$ cat src/include/oamc_pkg.sv
package oamc_pkg;

  // ==========================================================================
  // Widths
  // ==========================================================================
  localparam int unsigned LAT_W   = 5;
  localparam int unsigned DEPTH   = 32;
  localparam int unsigned CNT_W   = 4;
  localparam int unsigned HOLD_W  = 3;

  // ==========================================================================
  // Clock and asynchronous termination timing
  // ==========================================================================
  localparam real CLK_PERIOD_NS   = 5.0;
  localparam real T_AONPD_MIN_NS  = 2.0;
  localparam real T_AONPD_MAX_NS  = 8.5;
  localparam real T_AOFPD_MIN_NS  = 2.0;
  localparam real T_AOFPD_MAX_NS  = 8.5;

  localparam int AONPD_MIN_CYC = int'($ceil(T_AONPD_MIN_NS / CLK_PERIOD_NS));
  localparam int AONPD_MAX_CYC = int'($floor(T_AONPD_MAX_NS / CLK_PERIOD_NS));
  localparam int AOFPD_MIN_CYC = int'($ceil(T_AOFPD_MIN_NS / CLK_PERIOD_NS));
  localparam int AOFPD_MAX_CYC = int'($floor(T_AOFPD_MAX_NS / CLK_PERIOD_NS));

  // One delay serves both edges: the later of the two minimums, at least 1
  localparam int ASYNC_DLY_CYC =
    (AONPD_MIN_CYC > AOFPD_MIN_CYC) ?
      ((AONPD_MIN_CYC < 1) ? 1 : AONPD_MIN_CYC) :
      ((AOFPD_MIN_CYC < 1) ? 1 : AOFPD_MIN_CYC);
  localparam logic [LAT_W-1:0] ASYNC_TAP = LAT_W'(ASYNC_DLY_CYC - 1);

  // ==========================================================================
  // Latency offsets (turn-on/off latency is WL - 2, entry lookback WL - 1)
  // ==========================================================================
  localparam logic [LAT_W:0]   ODT_LAT_OFS = 6'h02;
  localparam logic [LAT_W:0]   TAP_OFS     = 6'h01;
  localparam logic [LAT_W-1:0] TAP_ZERO    = 5'h00;

  // ==========================================================================
  // Hold minimums and power-down entry interval
  // ==========================================================================
  localparam logic [HOLD_W-1:0] ODT_HOLD_SHORT = 3'h4;
  localparam logic [HOLD_W-1:0] ODT_HOLD_LONG  = 3'h6;
  localparam logic [HOLD_W-1:0] HOLD_ONE       = 3'h1;
  localparam logic [HOLD_W-1:0] HOLD_ZERO      = 3'h0;
  localparam logic [CNT_W-1:0]  TCKE_MIN_CYC   = 4'h3;
  localparam logic [CNT_W-1:0]  CNT_ONE        = 4'h1;
  localparam logic [CNT_W-1:0]  CNT_ZERO       = 4'h0;

  // MR0 A12 value that freezes the DLL in precharge power-down
  localparam logic PPD_DLL_FROZEN = 1'b0;

  // ==========================================================================
  // Types
  // ==========================================================================
  typedef enum logic [1:0]
  {
    OAMC_SYNC  = 2'b00,
    OAMC_TRANS = 2'b01,
    OAMC_ASYNC = 2'b11
  } oamc_mode_t;

  typedef struct packed
  {
    oamc_mode_t       mode;
    logic [CNT_W-1:0] cke_cnt;
    logic             cke_prev;
    logic             rtt_on;
    logic             trans;
    logic             async_md;
    logic             cmd_viol;
    logic             hold_viol;
  } oamc_main_t;

  localparam oamc_main_t MAIN_RST = '{
    mode:      OAMC_SYNC,
    cke_cnt:   CNT_ZERO,
    cke_prev:  1'b0,
    rtt_on:    1'b0,
    trans:     1'b0,
    async_md:  1'b0,
    cmd_viol:  1'b0,
    hold_viol: 1'b0
  };

  typedef struct packed
  {
    logic [DEPTH-1:0] hist;
  } oamc_dly_t;

  typedef struct packed
  {
    logic              odt_prev;
    logic [HOLD_W-1:0] rem;
    logic              viol;
  } oamc_hold_t;

endpackage

$ cat src/design/odt_async_mode_control.sv
// Behaviour
// - Frozen DLL in power-down selects asynchronous mode.
// - Asynchronous mode ignores additive latency.
// - Async turn-on between 2 and 8.5 ns.
// - Async turn-off between 2 and 8.5 ns.
// - ODT receiver stays active in power-down.
// - Frozen DLL gives a power-down entry transition.
// - Transition starts WL-1 before CKE low.
// - Transition ends with minimum CKE-low interval.
// - Pending refresh extends transition to its end.
// - Start point excluded, end points included.
// - Turn-on in transition within async/sync bounds.
// - Turn-off in transition within async/sync bounds.
`timescale 1ns/1ps
module odt_async_mode_control
(
  // Clock and reset
  input  wire logic                        I_REF_CLK,
  input  wire logic                        I_RESET_N,
  // Pins as registered by the device
  input  wire logic                        I_ODT,
  input  wire logic                        I_CKE,
  // Decoded commands
  input  wire logic                        I_WRITE,
  input  wire logic                        I_WRITE_BL8,
  input  wire logic                        I_READ,
  // Mode settings and status
  input  wire logic                        I_DLL_ON,
  input  wire logic                        I_MR0_PPD_DLL,
  input  wire logic [oamc_pkg::LAT_W-1:0]  I_CWL,
  input  wire logic [oamc_pkg::LAT_W-1:0]  I_AL,
  input  wire logic                        I_REFRESH_BUSY,
  // Termination control and status
  output logic                             O_RTT_ON,
  output logic                             O_ASYNC_MODE,
  output logic                             O_TRANS_PERIOD,
  output logic                             O_HOLD_VIOL,
  output logic                             O_CMD_VIOL
);

  oamc_pkg::oamc_main_t st_ff;
  oamc_pkg::oamc_main_t nxt_st;

  logic                       freeze;
  logic                       cke_fall;
  logic                       odt_late;
  logic                       hold_viol;
  logic [oamc_pkg::LAT_W-1:0] sync_tap;
  logic [oamc_pkg::LAT_W-1:0] tap;

  // ==========================================================================
  // Tap of the ODT history for a latency of WL - 2 clocks
  // ==========================================================================
  function automatic logic [oamc_pkg::LAT_W-1:0] lat_tap
  (
    input logic [oamc_pkg::LAT_W-1:0] cwl,
    input logic [oamc_pkg::LAT_W-1:0] al
  );
    logic [oamc_pkg::LAT_W:0] wl;
    logic [oamc_pkg::LAT_W:0] lim;
    wl  = {1'b0, cwl} + {1'b0, al};
    lim = oamc_pkg::ODT_LAT_OFS + oamc_pkg::TAP_OFS;
    if (wl <= lim)
    begin
      lat_tap = oamc_pkg::TAP_ZERO;
    end
    else
    begin
      lat_tap = oamc_pkg::LAT_W'(wl - lim);
    end
  endfunction

  // ==========================================================================
  // Submodules
  // ==========================================================================
  oamc_odt_delay u_delay
  (
    .i_clk      (I_REF_CLK),
    .i_rst_n    (I_RESET_N),
    .i_odt      (I_ODT),
    .i_tap      (tap),
    .o_odt_late (odt_late)
  );

  oamc_odt_hold u_hold
  (
    .i_clk       (I_REF_CLK),
    .i_rst_n     (I_RESET_N),
    .i_odt       (I_ODT),
    .i_write     (I_WRITE),
    .i_write_bl8 (I_WRITE_BL8),
    .o_viol      (hold_viol)
  );

  // ==========================================================================
  // Response path selection
  // ==========================================================================
  // Leaving sync mode drops the pending pipeline onto the async tap, so every
  // edge sampled in the last WL-2 clocks lands between async and sync timing;
  // the sample WL-1 clocks back already left on sync timing.
  always_comb
  begin
    sync_tap = lat_tap(I_CWL, I_AL);
    if (st_ff.mode == oamc_pkg::OAMC_SYNC)
    begin
      tap = sync_tap;
    end
    else
    begin
      tap = oamc_pkg::ASYNC_TAP;
    end
  end

  // ==========================================================================
  // Mode state machine
  // ==========================================================================
  always_comb
  begin
    nxt_st          = st_ff;
    freeze          = I_DLL_ON && (I_MR0_PPD_DLL == oamc_pkg::PPD_DLL_FROZEN);
    cke_fall        = st_ff.cke_prev && !I_CKE;
    nxt_st.cke_prev = I_CKE;
    case (st_ff.mode)
      oamc_pkg::OAMC_SYNC:
      begin
        if (cke_fall && freeze)
        begin
          nxt_st.mode    = oamc_pkg::OAMC_TRANS;
          nxt_st.cke_cnt = oamc_pkg::TCKE_MIN_CYC - oamc_pkg::CNT_ONE;
        end
      end
      oamc_pkg::OAMC_TRANS:
      begin
        if (I_CKE || !freeze)
        begin
          nxt_st.mode = oamc_pkg::OAMC_SYNC;
        end
        else if (st_ff.cke_cnt != oamc_pkg::CNT_ZERO)
        begin
          nxt_st.cke_cnt = st_ff.cke_cnt - oamc_pkg::CNT_ONE;
        end
        else if (!I_REFRESH_BUSY)
        begin
          nxt_st.mode = oamc_pkg::OAMC_ASYNC;
        end
      end
      oamc_pkg::OAMC_ASYNC:
      begin
        if (I_CKE || !freeze)
        begin
          nxt_st.mode = oamc_pkg::OAMC_SYNC;
        end
      end
      default:
      begin
        nxt_st.mode = oamc_pkg::OAMC_SYNC;
      end
    endcase

    nxt_st.rtt_on    = odt_late;
    nxt_st.trans     = (nxt_st.mode == oamc_pkg::OAMC_TRANS);
    nxt_st.async_md  = (nxt_st.mode == oamc_pkg::OAMC_ASYNC);
    nxt_st.cmd_viol  = !st_ff.cke_prev && !I_CKE && (I_READ || I_WRITE);
    nxt_st.hold_viol = hold_viol;
  end

  always_ff @(posedge I_REF_CLK)
  begin
    if (!I_RESET_N)
    begin
      st_ff <= oamc_pkg::MAIN_RST;
    end
    else
    begin
      st_ff <= nxt_st;
    end
  end

  // ==========================================================================
  // Outputs
  // ==========================================================================
  assign O_RTT_ON       = st_ff.rtt_on;
  assign O_ASYNC_MODE   = st_ff.async_md;
  assign O_TRANS_PERIOD = st_ff.trans;
  assign O_HOLD_VIOL    = st_ff.hold_viol;
  assign O_CMD_VIOL     = st_ff.cmd_viol;

endmodule

$ cat src/design/oamc_odt_delay.sv
`timescale 1ns/1ps
module oamc_odt_delay
(
  // Clock and reset
  input  wire logic                         i_clk,
  input  wire logic                         i_rst_n,
  // Sampled ODT and selected latency tap
  input  wire logic                         i_odt,
  input  wire logic [oamc_pkg::LAT_W-1:0]   i_tap,
  // Delayed ODT
  output logic                              o_odt_late
);

  oamc_pkg::oamc_dly_t st_ff;
  oamc_pkg::oamc_dly_t nxt_st;

  // ==========================================================================
  // History of ODT samples, kept running in every power state
  // ==========================================================================
  always_comb
  begin
    nxt_st      = st_ff;
    nxt_st.hist = {st_ff.hist[oamc_pkg::DEPTH-2:0], i_odt};
  end

  always_ff @(posedge i_clk)
  begin
    if (!i_rst_n)
    begin
      st_ff <= '0;
    end
    else
    begin
      st_ff <= nxt_st;
    end
  end

  assign o_odt_late = st_ff.hist[i_tap];

endmodule

$ cat src/design/oamc_odt_hold.sv
`timescale 1ns/1ps
module oamc_odt_hold
(
  // Clock and reset
  input  wire logic i_clk,
  input  wire logic i_rst_n,
  // Controller side samples
  input  wire logic i_odt,
  input  wire logic i_write,
  input  wire logic i_write_bl8,
  // Early ODT release seen
  output logic      o_viol
);

  oamc_pkg::oamc_hold_t st_ff;
  oamc_pkg::oamc_hold_t nxt_st;

  function automatic logic [oamc_pkg::HOLD_W-1:0] hold_max
  (
    input logic [oamc_pkg::HOLD_W-1:0] a,
    input logic [oamc_pkg::HOLD_W-1:0] b
  );
    hold_max = (a > b) ? a : b;
  endfunction

  logic [oamc_pkg::HOLD_W-1:0] dec;
  logic [oamc_pkg::HOLD_W-1:0] need;
  logic [oamc_pkg::HOLD_W-1:0] wr_hold;

  // ==========================================================================
  // Remaining high samples owed by the controller
  // ==========================================================================
  always_comb
  begin
    nxt_st   = st_ff;
    dec      = (st_ff.rem == oamc_pkg::HOLD_ZERO) ? oamc_pkg::HOLD_ZERO
                                                  : st_ff.rem - oamc_pkg::HOLD_ONE;
    wr_hold  = i_write_bl8 ? oamc_pkg::ODT_HOLD_LONG : oamc_pkg::ODT_HOLD_SHORT;
    need     = dec;
    if (i_odt && !st_ff.odt_prev)
    begin
      need = hold_max(need, oamc_pkg::ODT_HOLD_SHORT - oamc_pkg::HOLD_ONE);
    end
    if (i_odt && i_write)
    begin
      need = hold_max(need, wr_hold - oamc_pkg::HOLD_ONE);
    end
    nxt_st.rem      = i_odt ? need : oamc_pkg::HOLD_ZERO;
    nxt_st.odt_prev = i_odt;
    nxt_st.viol     = !i_odt && (st_ff.rem != oamc_pkg::HOLD_ZERO);
  end

  always_ff @(posedge i_clk)
  begin
    if (!i_rst_n)
    begin
      st_ff <= '0;
    end
    else
    begin
      st_ff <= nxt_st;
    end
  end

  assign o_viol = st_ff.viol;

endmodule

$ cat config.mk
export PLATFORM = sky130hd
export DESIGN_NAME = odt_async_mode_control
export DESIGN_NICKNAME = d
export VERILOG_FILES = /design/src/include/oamc_pkg.sv /design/src/design/odt_async_mode_control.sv /design/src/design/oamc_odt_delay.sv /design/src/design/oamc_odt_hold.sv
export SDC_FILE = /design/constraint.sdc
export NUM_CORES = 1
export LEC_CHECK = 0
export BUFFER_PORTS_ARGS = -buffer_cell sky130_fd_sc_hd__buf_2
export CAP_MARGIN = 20
export CORE_MARGIN = 2
export CORE_UTILIZATION = 55
export CTS_CLUSTER_SIZE = 16
export DETAILED_ROUTE_END_ITERATION = 12
export GPL_ROUTABILITY_DRIVEN = 0
export HOLD_SLACK_MARGIN = 0.1
export PLACE_DENSITY = 0.75
export SETUP_SLACK_MARGIN = 0.15
export SLEW_MARGIN = 20
export SYNTH_ARGS = -nofsm -noshare
export SYNTH_HDL_FRONTEND = slang
export SYNTH_SLANG_ARGS = --single-unit
$ cat constraint.sdc
create_clock -name I_REF_CLK -period 2.55 [get_ports I_REF_CLK]
set_input_delay 0.1275 -clock I_REF_CLK [delete_from_list [all_inputs] [get_ports I_REF_CLK]]
set_output_delay 0.1275 -clock I_REF_CLK [all_outputs]
set_load 0.01 [all_outputs]
==> flow_metrics.py, run 1 <==
metrics = {
    "clock_tree": {
        "clk_latency_ns": 0.30,
        "post_cts_buffers": 0,
        "cts_htree_levels": 2,
        "cts_hold_buffers": 5,
        "cts_made_buffers": 5,
        "clkTransAtPathRegs_ns": 0.08,
        "cts_sinks": 48,
        "clockBufferDepth": 2,
        "cts_resized": 0,
        "cts_tree": "yes",
        "cts_root_buffer": "clkbuf_8",
    },
    "synthesis": {
        "synth_top_area_share_pct": 45.0,
        "syn_avg_cell_area_um2": 10.6,
        "yosysMostFrequentCell": "dfxtp_1",
        "synth_area_leaders": "dfxtp_1, and2_1, ha_1",
        "synth_ff_type": "dfxtp_1",
        "ys_warn_count": 0,
        "synth_seq_cells": 48,
        "syn-cell-area_um2": 2130,
        "synth_cells": 202,
        "ys_types": 44,
        "yosysSeqAreaShare_pct": 45.0,
        "synth_top_cell_by_area": "dfxtp_1",
        "ys_async_sr_fraction_pct": 0,
        "yosys-top-cells-count": "dfxtp_1, and2_1, nor2_1, ha_1, nor3_1",
        "synth_edf_count": 0,
        "synth_nets": 234,
    },
    "timing": {
        "fin_crit_ns": 2.22,
        "setup_tns_ns": 0,
        "timing.final.ws_setup_ns": 0.330,
        "hold_viol_final": 0,
        "timing.fmax_mhz": 451,
        "report.final.slew_viol_count": 0,
        "rsz0062_at_grt": "false",
        "clock_skew_ns": 0.00601,
        "setup_viol": 0,
        "finalCritPeriodShare_pct": 87.0,
        "worst_pin_slew_ns": 0.580,
        "slew_headroom_pct": 60.9,
        "holdWs_ns": 0.217,
    },
    "floorplanning": {
        "initial_core_util_pct": 57.8,
        "rows": 22,
        "die_h_um": 66.3,
        "core_um2": 3690,
        "ios": 25,
        "fp.dieArea_um2": 4390,
        "die_w_um": 66.3,
    },
    "critical_path": {
        "crit_type": "in -> reg",
        "timing.rr.start": "u_hold.st_ff[2]$_SDFF_PN0_",
        "startpoint": "I_CWL[0]",
        "r2r_end": "u_hold.st_ff[2]$_SDFF_PN0_",
        "cp.required_ns": 2.75,
        "r2r_cells": 4,
        "end_kind": "register",
        "critPathMaxFanout": 12,
        "worstPathArrival_ns": 2.42,
        "endpoint": "O_RTT_ON$_SDFF_PN0_",
        "cp-start-kind": "input pin",
        "r2r_setup_slack_ns": 0.61,
    },
    "global_route": {
        "met1_usage_pct": 24.7,
        "grt_pass1_wl_mm": 7.02,
        "grt_remaining_overflow": 0,
        "grt_start_max_net_pins": 38,
        "antenna_found_initial": 0,
        "busiest_layer": "met2",
        "use_met3_pct": 5.11,
        "grt_usage_pct": 21.4,
        "grt_pass1_vias": 1562,
        "grtUsageMet2_pct": 37.8,
    },
    "route": {
        "wl_mm": 4.11,
        "drt_first_pass_iters": 4,
        "wl_per_cell_um": 14.6,
        "remaining_drc_errors": 0,
        "via_per_inst": 5.55,
        "drt_first_iter_violations": 70,
        "postRouteAntennaNets": 0,
        "vias": 1565,
    },
    "final_layout": {
        "drive_gt1_share_pct": 18.8,
        "stdcell_count": 282,
        "fin_util_pct": 66.1,
        "diodes": 0,
        "fill_cells": 308,
        "area_growth_pct": 14.4,
        "nets": 265,
        "postLayoutCellArea_um2": 2440,
    },
    "status": {
        "status": "finished clean",
    },
    "placement": {
        "hpwl_mm": 2.87,
        "numPortBuffers": 24,
        "place_inst": 269,
        "dpl_cell_area_um2": 2300,
        "place_ws_ns": 0.00416,
    },
    "min_path": {
        "hold_path.class": "in -> reg",
        "hold_path_depth": 3,
    },
    "power": {
        "power_mw": 1.52,
        "irDropWorstVdd_mv": 0.400,
        "power_density_nw_per_um2": 621,
        "p_leak_nw": 1.08,
    },
    "run": {
        "cap_violations": 0,
    },
}
-- cell families (layout without fill, tap and decap cells) --
family | Yosys count | count (layout) | synth area share, %
AOI/OAI and AO/OA | 32 | 32 | 11.2
xor gates and xnor gates | 7 | 7 | 4.16
adders and majority gates | 12 | 12 | 7.39
buffers and inverters | 14 | 46 | 2.58
DFF | 48 | 48 | 45.0
muxes | 11 | 11 | 8.15
and+or+nand+nor | 78 | 78 | 21.5
-- worst min path at each step --
stage,startpoint,slack (ns),end
2_1_floorplan,I_CKE,0.21,O_CMD_VIOL$_SDFF_PN0_
3_3_place_gp,I_CKE,0.33,O_CMD_VIOL$_SDFF_PN0_
3_5_place_dp,I_CKE,0.33,O_CMD_VIOL$_SDFF_PN0_
4_1_cts,I_DLL_ON,0.22,st_ff[10]$_SDFF_PN0_
5_1_grt,I_DLL_ON,0.26,st_ff[10]$_SDFF_PN0_
6_report,I_DLL_ON,0.22,st_ff[10]$_SDFF_PN0_
-- worst max-delay path, cell delays in order --
cell and delay [ns]:
buf_2 0.10, ha_1 0.22, fa_1 0.47, ha_1 0.58, mux4_2 0.36, and2_1 0.17, o211ai_1 0.16, o31ai_1 0.11
o2bb2ai_1 0.13
-- area by class of cell --
type / count / area (µm²) / share of cell area, %
Timing Repair Buffer: 31 / 185 / 7.59
Multi-Input combinational cell: 140 / 1120 / 45.8
Clock buffer: 8 / 90.1 / 3.69
Tap cell: 48 / 60.1 / 2.46
Sequential cell: 48 / 961 / 39.4
Inverter: 7 / 26.3 / 1.08
-- per-layer routing --
layer  part of all wire (%)  vias to the layer above  wire [µm]
li1                       -                      769          -
met1                     45                      754       1860
met4                    2.1                        0         86
met2                     49                       36       2000
met5                      0                        -          0
met3                    4.0                        6        166
-- sequential cells by signal (all words and copies together), names as in the netlist --
name,cells
O_ASYNC_MODE,1
O_CMD_VIOL,1
O_HOLD_VIOL,1
O_RTT_ON,1
O_TRANS_PERIOD,1
st_ff,7
u_delay.st_ff,32
u_hold.o_viol,1
u_hold.st_ff,3
-- power by group --
group | leakage, nW | switching [mW] | internal (mW)
sequential | 0.388 | 0.00855 | 0.761
clock | 0.0455 | 0.240 | 0.221
combinational | 0.642 | 0.149 | 0.135
-- layout by cell type (no fill, tap or decap), types with 2 or more instances in the layout --
master / count
a21o_1: 3
nor4_1: 2
nor3_1: 8
dfxtp_1: 48
nand4bb_1: 2
a21oi_1: 7
xor2_1: 2
o21ai_0: 2
xnor2_1: 3
o31a_1: 2
clkbuf_8: 6
nand2_1: 3
nor2_1: 16
mux4_2: 5
inv_1: 7
dlygate4sd3_1: 5
and2_1: 35
a221oi_1: 2
mux2i_1: 5
buf_2: 24
ha_1: 11
a211oi_1: 6
xnor3_1: 2
clkbuf_1: 2
o211ai_1: 2
buf_4: 2
nor3b_1: 3
(Power assumes the default switching activity.)
==> inputs of run 2 (changes only) <==
--- a/config.mk
+++ b/config.mk
@@ -18,4 +18,5 @@
 export SLEW_MARGIN = 20
 export SYNTH_ARGS = -nofsm -noshare
 export SYNTH_HDL_FRONTEND = slang
+export SYNTH_HIERARCHICAL = 1
 export SYNTH_SLANG_ARGS = --single-unit
==> run 2 against run 1 <==
Effect of this change: the flow now finishes with violations (setup timing); clock skew increased by 0.0044 ns; via count increased by 4.5%; synthesized area increased by 2.8%; core utilization increased by 6.5 points; sequential share of layout area decreased by 3.3 points; synthesized cell count increased by 9.9%; worst setup slack got worse by 0.38 ns; first-iteration DRC count increased by 23%; critical path type unchanged; largest power group unchanged; highest routed layer unchanged.
==> flow_metrics.py, run 2 <==
metrics = {
    "status": {
        "status": "finished with violations",
        "violations": "setup timing",
    },
    "clock_tree": {
        "cts_sinks": 49,
        "cts_tree": "yes",
        "clk_latency_ns": 0.30,
        "cts_root_buffer": "clkbuf_8",
        "clkTransAtPathRegs_ns": 0.09,
        "cts_htree_levels": 2,
        "clockBufferDepth": 2,
        "cts_made_buffers": 5,
    },
    "floorplanning": {
        "initial_core_util_pct": 58.6,
        "die_w_um": 67.2,
        "ios": 25,
        "rows": 22,
        "fp.dieArea_um2": 4510,
        "die_h_um": 67.2,
        "core_um2": 3740,
    },
    "timing": {
        "worst_pin_slew_ns": 0.547,
        "timing.fmax_mhz": 385,
        "finalCritPeriodShare_pct": 102,
        "rsz0062_at_grt": "true",
        "slew_headroom_pct": 63.5,
        "hold_viol_final": 0,
        "setup_viol": 1,
        "fin_crit_ns": 2.60,
        "setup_tns_ns": -0.0470,
        "report.final.slew_viol_count": 0,
        "timing.final.ws_setup_ns": -0.0470,
        "clock_skew_ns": 0.0104,
        "holdWs_ns": 0.130,
    },
    "placement": {
        "place_ws_ns": -0.327,
        "dpl_cell_area_um2": 2450,
        "hpwl_mm": 2.72,
        "numPortBuffers": 24,
    },
    "critical_path": {
        "cp-start-kind": "input pin",
        "cp.required_ns": 2.76,
        "end_kind": "register",
        "slowest_stage": "a311o_2",
        "crit_chain": "buf_6 > ha_4 > inv_2 > fa_2 > nand2b_4 > a21oi_4 > xnor2_2 > a311o_2 > nor2_4 > buf_12 > mux2i_2 > a22oi_2 > nand3_1 > nand2_1 > a311o_1 > and2_1",
        "cpPeakStageDelay_ns": 0.40,
        "crit_buf_inv": 3,
        "crit_family": "compound AO/OA/AOI/OAI gates",
        "critPathMaxFanout": 7,
        "worstPathArrival_ns": 2.81,
        "crit_type": "in -> reg",
        "r2r_setup_slack_ns": 0.41,
    },
    "final_layout": {
        "top_register": "u_delay/st_ff",
        "layout_common_cells": "dfxtp_1, and2_1, buf_2",
        "largest_register_ffs": 32,
        "postLayoutCellArea_um2": 2720,
        "area_growth_pct": 24.0,
        "drive_gt1_share_pct": 27.6,
        "nets": 301,
        "layout_commonest_cell": "dfxtp_1",
        "biggestRegsByFlops": "u_delay/st_ff (32), st_ff (7), u_hold/st_ff (4)",
        "diodes": 0,
    },
    "min_path": {
        "hold_path.class": "in -> reg",
    },
    "global_route": {
        "antenna_found_initial": 0,
        "grt_pass1_vias": 1538,
        "grt_remaining_overflow": 0,
        "grt_start_max_net_pins": 44,
        "grt_usage_pct": 19.5,
        "grt_pass1_wl_mm": 6.59,
    },
    "synthesis": {
        "synth_edf_count": 0,
        "ys_types": 44,
        "syn-cell-area_um2": 2190,
        "synth_seq_cells": 49,
        "synth-compound-area-share_pct": 9.53,
        "synth_ff_type": "dfxtp_1",
        "synth_top_family_by_area": "simple AND/OR/NAND/NOR gates",
        "synth_top_cell_by_area": "dfxtp_1",
        "synth_nets": 252,
        "synth_cells": 222,
        "yosys-top-cells-count": "dfxtp_1, and2_1, nor2_1, mux2i_1, nand2_1",
        "ys_warn_count": 6,
        "yosysMostFrequentCell": "dfxtp_1",
        "synth_xor_xnor_area_share_pct": 3.94,
        "muxShareOfSynthArea_pct": 7.76,
        "synth_top_area_share_pct": 44.7,
        "syn_avg_cell_area_um2": 9.88,
        "synth_area_leaders": "dfxtp_1, and2_1, mux2i_1",
        "yosys.area_share.simple_pct": 24.4,
        "yosysSeqAreaShare_pct": 44.7,
        "synthAdderAreaFrac_pct": 6.05,
        "ys_async_sr_fraction_pct": 0,
    },
    "route": {
        "wl_mm": 4.03,
        "drt_first_iter_violations": 86,
        "postRouteAntennaNets": 0,
        "via_per_inst": 5.11,
        "drt_first_pass_iters": 4,
        "remaining_drc_errors": 0,
        "wl_per_cell_um": 12.6,
        "vias": 1636,
    },
    "power": {
        "irDropWorstVdd_mv": 0.525,
        "p_leak_nw": 1.20,
        "power_density_nw_per_um2": 648,
        "power_mw": 1.76,
    },
    "run": {
        "cap_violations": 0,
    },
}
## run 2: cell types whose count changed after synthesis, moves of 4 or more
| cell | previous run | this run |
|---|---|---|
| mux2i_1 | 5 | 17 |
| nand2_1 | 3 | 12 |
| mux4_2 | 5 | 0 |
| nor3_1 | 8 | 3 |
| a22oi_1 | 0 | 4 |
## run 2: path summary, 6_finish.rpt
| path | start | endpoint | cells past startpoint |
|---|---|---|---|
| worst max-delay path | I_AL[0] | O_RTT_ON$_SDFF_PN0_ | 16 |
| worst min-delay path | I_WRITE_BL8 | u_hold/st_ff[3]$_SDFF_PN0_ | 3 |
| worst max register to register | st_ff[10]$_SDFF_PN0_ | O_RTT_ON$_SDFF_PN0_ | 9 |
| worst min register to register | u_hold/o_viol$_SDFF_PN0_ | O_HOLD_VIOL$_SDFF_PN0_ | 1 |
## run 2: power breakdown
part,internal [mW],switching [mW]
Clock,0.195,0.262
Sequential,0.781,0.00758
Combinational,0.289,0.229
## run 2: what timing repair did
item	4_1_cts	5_1_grt
pin swaps	0	11
buffers inserted	2	4
endpoints found under the setup margin	1	1
hold buffers	3	0
gates cloned	0	1
hold endpoints to repair	3	0
gates resized for setup	4	14
## run 2: cell type report
cell class	count	area, µm²
multi-input combinational	158	1200
sequential	49	981
timing repair buffer	47	347
inverter	10	37.5
clock buffer	5	68.8
tap	48	60.1
fill	277	1020
clock inverter	3	22.5
## run 2: metal layers
metal / global-route usage [%] / vias up / share of wire, %
met2: 32.4 / 33 / 50
met5: 0 / - / 0
met3: 4.67 / 7 / 3.4
met1: 23.5 / 747 / 45
li1: - / 849 / -
met4: 10.2 / 0 / 1.8
## run 2: per-stage QoR
step / utilization, % / std cells
2_1_floorplan: - / 222
5_1_grt: 72.6 / 320
3_3_place_gp: 65.3 / 302
4_1_cts: 69.2 / 315
3_5_place_dp: 65.3 / 302
6_report: 72.6 / 320
## run 2: kinds of logic (layout without fill, tap and decap cells)
group | Yosys count | count (layout)
AO/OA/AOI/OAI | 28 | 28
buffers and inverters | 15 | 65
XOR/XNOR | 9 | 9
multiplexers | 17 | 17
flip-flops | 49 | 49
adder cells (fa/ha/maj) | 10 | 10
AND/OR/NAND/NOR | 94 | 94
## run 2: worst reg2reg max path, stage by stage (launching register included)
cell	delay [ns]
dfxtp_1	0.37
a311o_2	0.41
nor2_4	0.18
buf_12	0.16
mux2i_2	0.25
a22oi_2	0.11
nand3_1	0.09
nand2_1	0.06
a311o_1	0.30
and2_1	0.13
==> inputs of run 3 (changes only) <==
==> constraint.sdc (replaced) <==
create_clock -name I_REF_CLK -period 2.85 [get_ports I_REF_CLK]
set_input_delay 0.285 -clock I_REF_CLK [delete_from_list [all_inputs] [get_ports I_REF_CLK]]
set_output_delay 0.285 -clock I_REF_CLK [all_outputs]
set_load 0.005 [all_outputs]
==> run 3 against run 2 <==
Effect of this change: the run now ends clean; highest routed layer unchanged; sequential power fell by 11%; worst setup slack improved by 0.19 ns; cell area fell by 3.5%.
==> flow_metrics.py, run 3 (synthesized netlist as in run 2, its figures left out) <==
metrics = {
    "status": {
        "status": "finished clean",
    },
    "power": {
        "irDropWorstVdd_mv": 0.310,
        "intPower_mw": 1.12,
        "pwr-share-seq_pct": 45.8,
        "pwr-share-clk_pct": 27.5,
        "p_sw_share_pct": 27.0,
        "p_switching_uw": 416,
        "p_comb_share_pct": 26.7,
        "p_leak_nw": 1.18,
        "power_density_nw_per_um2": 587,
    },
    "clock_tree": {
        "cts_htree_levels": 2,
        "cts_hold_buffers": 0,
        "cts_root_buffer": "clkbuf_8",
        "cts_made_buffers": 5,
        "cts_tree": "yes",
        "cts_sinks": 49,
        "clk_latency_ns": 0.30,
        "clkTransAtPathRegs_ns": 0.09,
        "clockBufferDepth": 2,
    },
    "critical_path": {
        "crit_type": "in -> reg",
        "endpoint": "O_RTT_ON$_SDFF_PN0_",
        "r2r_cells": 9,
        "worstPathArrival_ns": 2.91,
        "crit_family": "compound AO/OA/AOI/OAI gates",
        "r2r_end": "O_RTT_ON$_SDFF_PN0_",
        "slowest_stage": "fa_2",
        "startpoint": "I_CWL[0]",
        "cp.depth": 16,
        "cp-start-kind": "input pin",
        "crit_top_cell": "a21oi_2",
        "crit_chain": "buf_2 > ha_1 > inv_1 > fa_2 > nand2b_1 > a21oi_2 > xnor2_1 > a311o_2 > nor2_4 > buf_12 > mux2i_1 > a22oi_1 > nand4b_1 > a21oi_2 > a311o_1 > and2_1",
        "crit_buf_inv": 3,
        "critPathMaxFanout": 8,
        "r2r_setup_slack_ns": 0.76,
        "end_kind": "register",
        "timing.rr.start": "st_ff[10]$_SDFF_PN0_",
        "cpPeakStageDelay_ns": 0.36,
        "cp.required_ns": 3.06,
    },
    "route": {
        "via_per_inst": 5.13,
        "postRouteAntennaNets": 0,
        "remaining_drc_errors": 0,
        "drt_first_iter_violations": 90,
        "vias": 1622,
        "drt_first_pass_iters": 4,
        "wl_per_cell_um": 11.6,
        "wl_mm": 3.66,
    },
    "floorplanning": {
        "die_h_um": 67.2,
        "fp.dieArea_um2": 4510,
        "initial_core_util_pct": 58.6,
        "ios": 25,
        "die_w_um": 67.2,
        "core_um2": 3740,
        "rows": 22,
    },
    "min_path": {
        "hold_path_depth": 2,
        "hold_path.class": "in -> reg",
        "hp-start": "I_CKE",
    },
    "run": {
        "cap_violations": 0,
    },
    "timing": {
        "report.final.slew_viol_count": 0,
        "clock_skew_ns": 0.00668,
        "fin_crit_ns": 2.70,
        "setup_viol": 0,
        "worst_pin_slew_ns": 0.545,
        "finalCritPeriodShare_pct": 94.8,
        "hold_viol_final": 0,
        "slew_headroom_pct": 63.6,
        "timing.fmax_mhz": 370,
        "holdWs_ns": 0.163,
        "rsz0062_at_grt": "true",
    },
    "global_route": {
        "antenna_found_initial": 0,
        "grt_remaining_overflow": 0,
        "grt_pass1_wl_mm": 6.08,
        "grt_pass1_vias": 1401,
        "grt_start_max_net_pins": 44,
        "grt_usage_pct": 18.0,
    },
    "final_layout": {
        "biggestRegsByFlops": "u_delay/st_ff (32), st_ff (7), u_hold/st_ff (4)",
        "nets": 297,
        "drive_gt1_share_pct": 25.0,
        "layout_commonest_cell": "dfxtp_1",
        "largest_register_ffs": 32,
        "diodes": 0,
        "fin_util_pct": 70.1,
        "top_register": "u_delay/st_ff",
        "area_growth_pct": 19.6,
        "layout_common_cells": "dfxtp_1, and2_1, buf_2",
    },
    "placement": {
        "hpwl_mm": 2.63,
        "numPortBuffers": 24,
    },
}
-- run 3: changes by cell type in the layout (fill, tap and decap cells not counted), sizes merged --
cell	delta
clkinv	-1
buf	-1
dlygate4sd3	-3
clkbuf	+1
-- run 3: timing repair --
item / 4_1_cts / 5_1_grt
setup endpoints to repair: 1 / 1
setup buffers: 0 / 2
resized for setup: 1 / 5
cloned: 0 / 1
-- run 3: cell type report --
cell class                      count  area [µm²]
Clock buffer                        6        82.6
Clock inverter                      2        13.8
Fill cell                         298        1120
Inverter                           10        37.5
Multi-Input combinational cell    158        1150
Sequential cell                    49         981
Tap cell                           48        60.1
Timing Repair Buffer               43         293
-- run 3: power groups by stage --
| stage | combinational (mW) | clock [mW] | sequential (mW) |
|---|---|---|---|
| after global placement | 0.361 | 0 | 0.721 |
| after CTS | 0.369 | 0.436 | 0.705 |
| final | 0.412 | 0.423 | 0.705 |
| after detailed placement | 0.365 | 0 | 0.721 |
| after floorplan | 0.260 | 0 | 0.721 |
| after global routing | 0.450 | 0.461 | 0.707 |
-- run 3: worst min-delay path by stage --
stage / endpoint
2_1_floorplan: u_hold/o_viol$_SDFF_PN0_
3_3_place_gp: O_HOLD_VIOL$_SDFF_PN0_
3_5_place_dp: O_HOLD_VIOL$_SDFF_PN0_
4_1_cts: O_CMD_VIOL$_SDFF_PN0_
5_1_grt: O_CMD_VIOL$_SDFF_PN0_
6_report: O_CMD_VIOL$_SDFF_PN0_
-- run 3: routing by layer --
metal | GRT usage, % | share of wire, % | routed length [µm]
met2 | 28.1 | 45 | 1650
met5 | 0 | 0 | 0
met3 | 5.33 | 4.3 | 157
met1 | 23.1 | 49 | 1790
met4 | 7.65 | 1.8 | 65
-- run 3: through the flow --
step | total power [mW] | area (µm²) | setup slack, ns | std cells | setup TNS, ns
3_5_place_dp | 1.09 | 2470 | -0.173 | 305 | -0.173
4_1_cts | 1.51 | 2570 | 0.166 | 313 | 0
3_3_place_gp | 1.08 | 2470 | -0.105 | 305 | -0.105
6_report | 1.54 | 2620 | 0.148 | 316 | 0
2_1_floorplan | 0.981 | 2200 | 0.0574 | 222 | 0
5_1_grt | 1.62 | 2620 | 0.0242 | 316 | 0
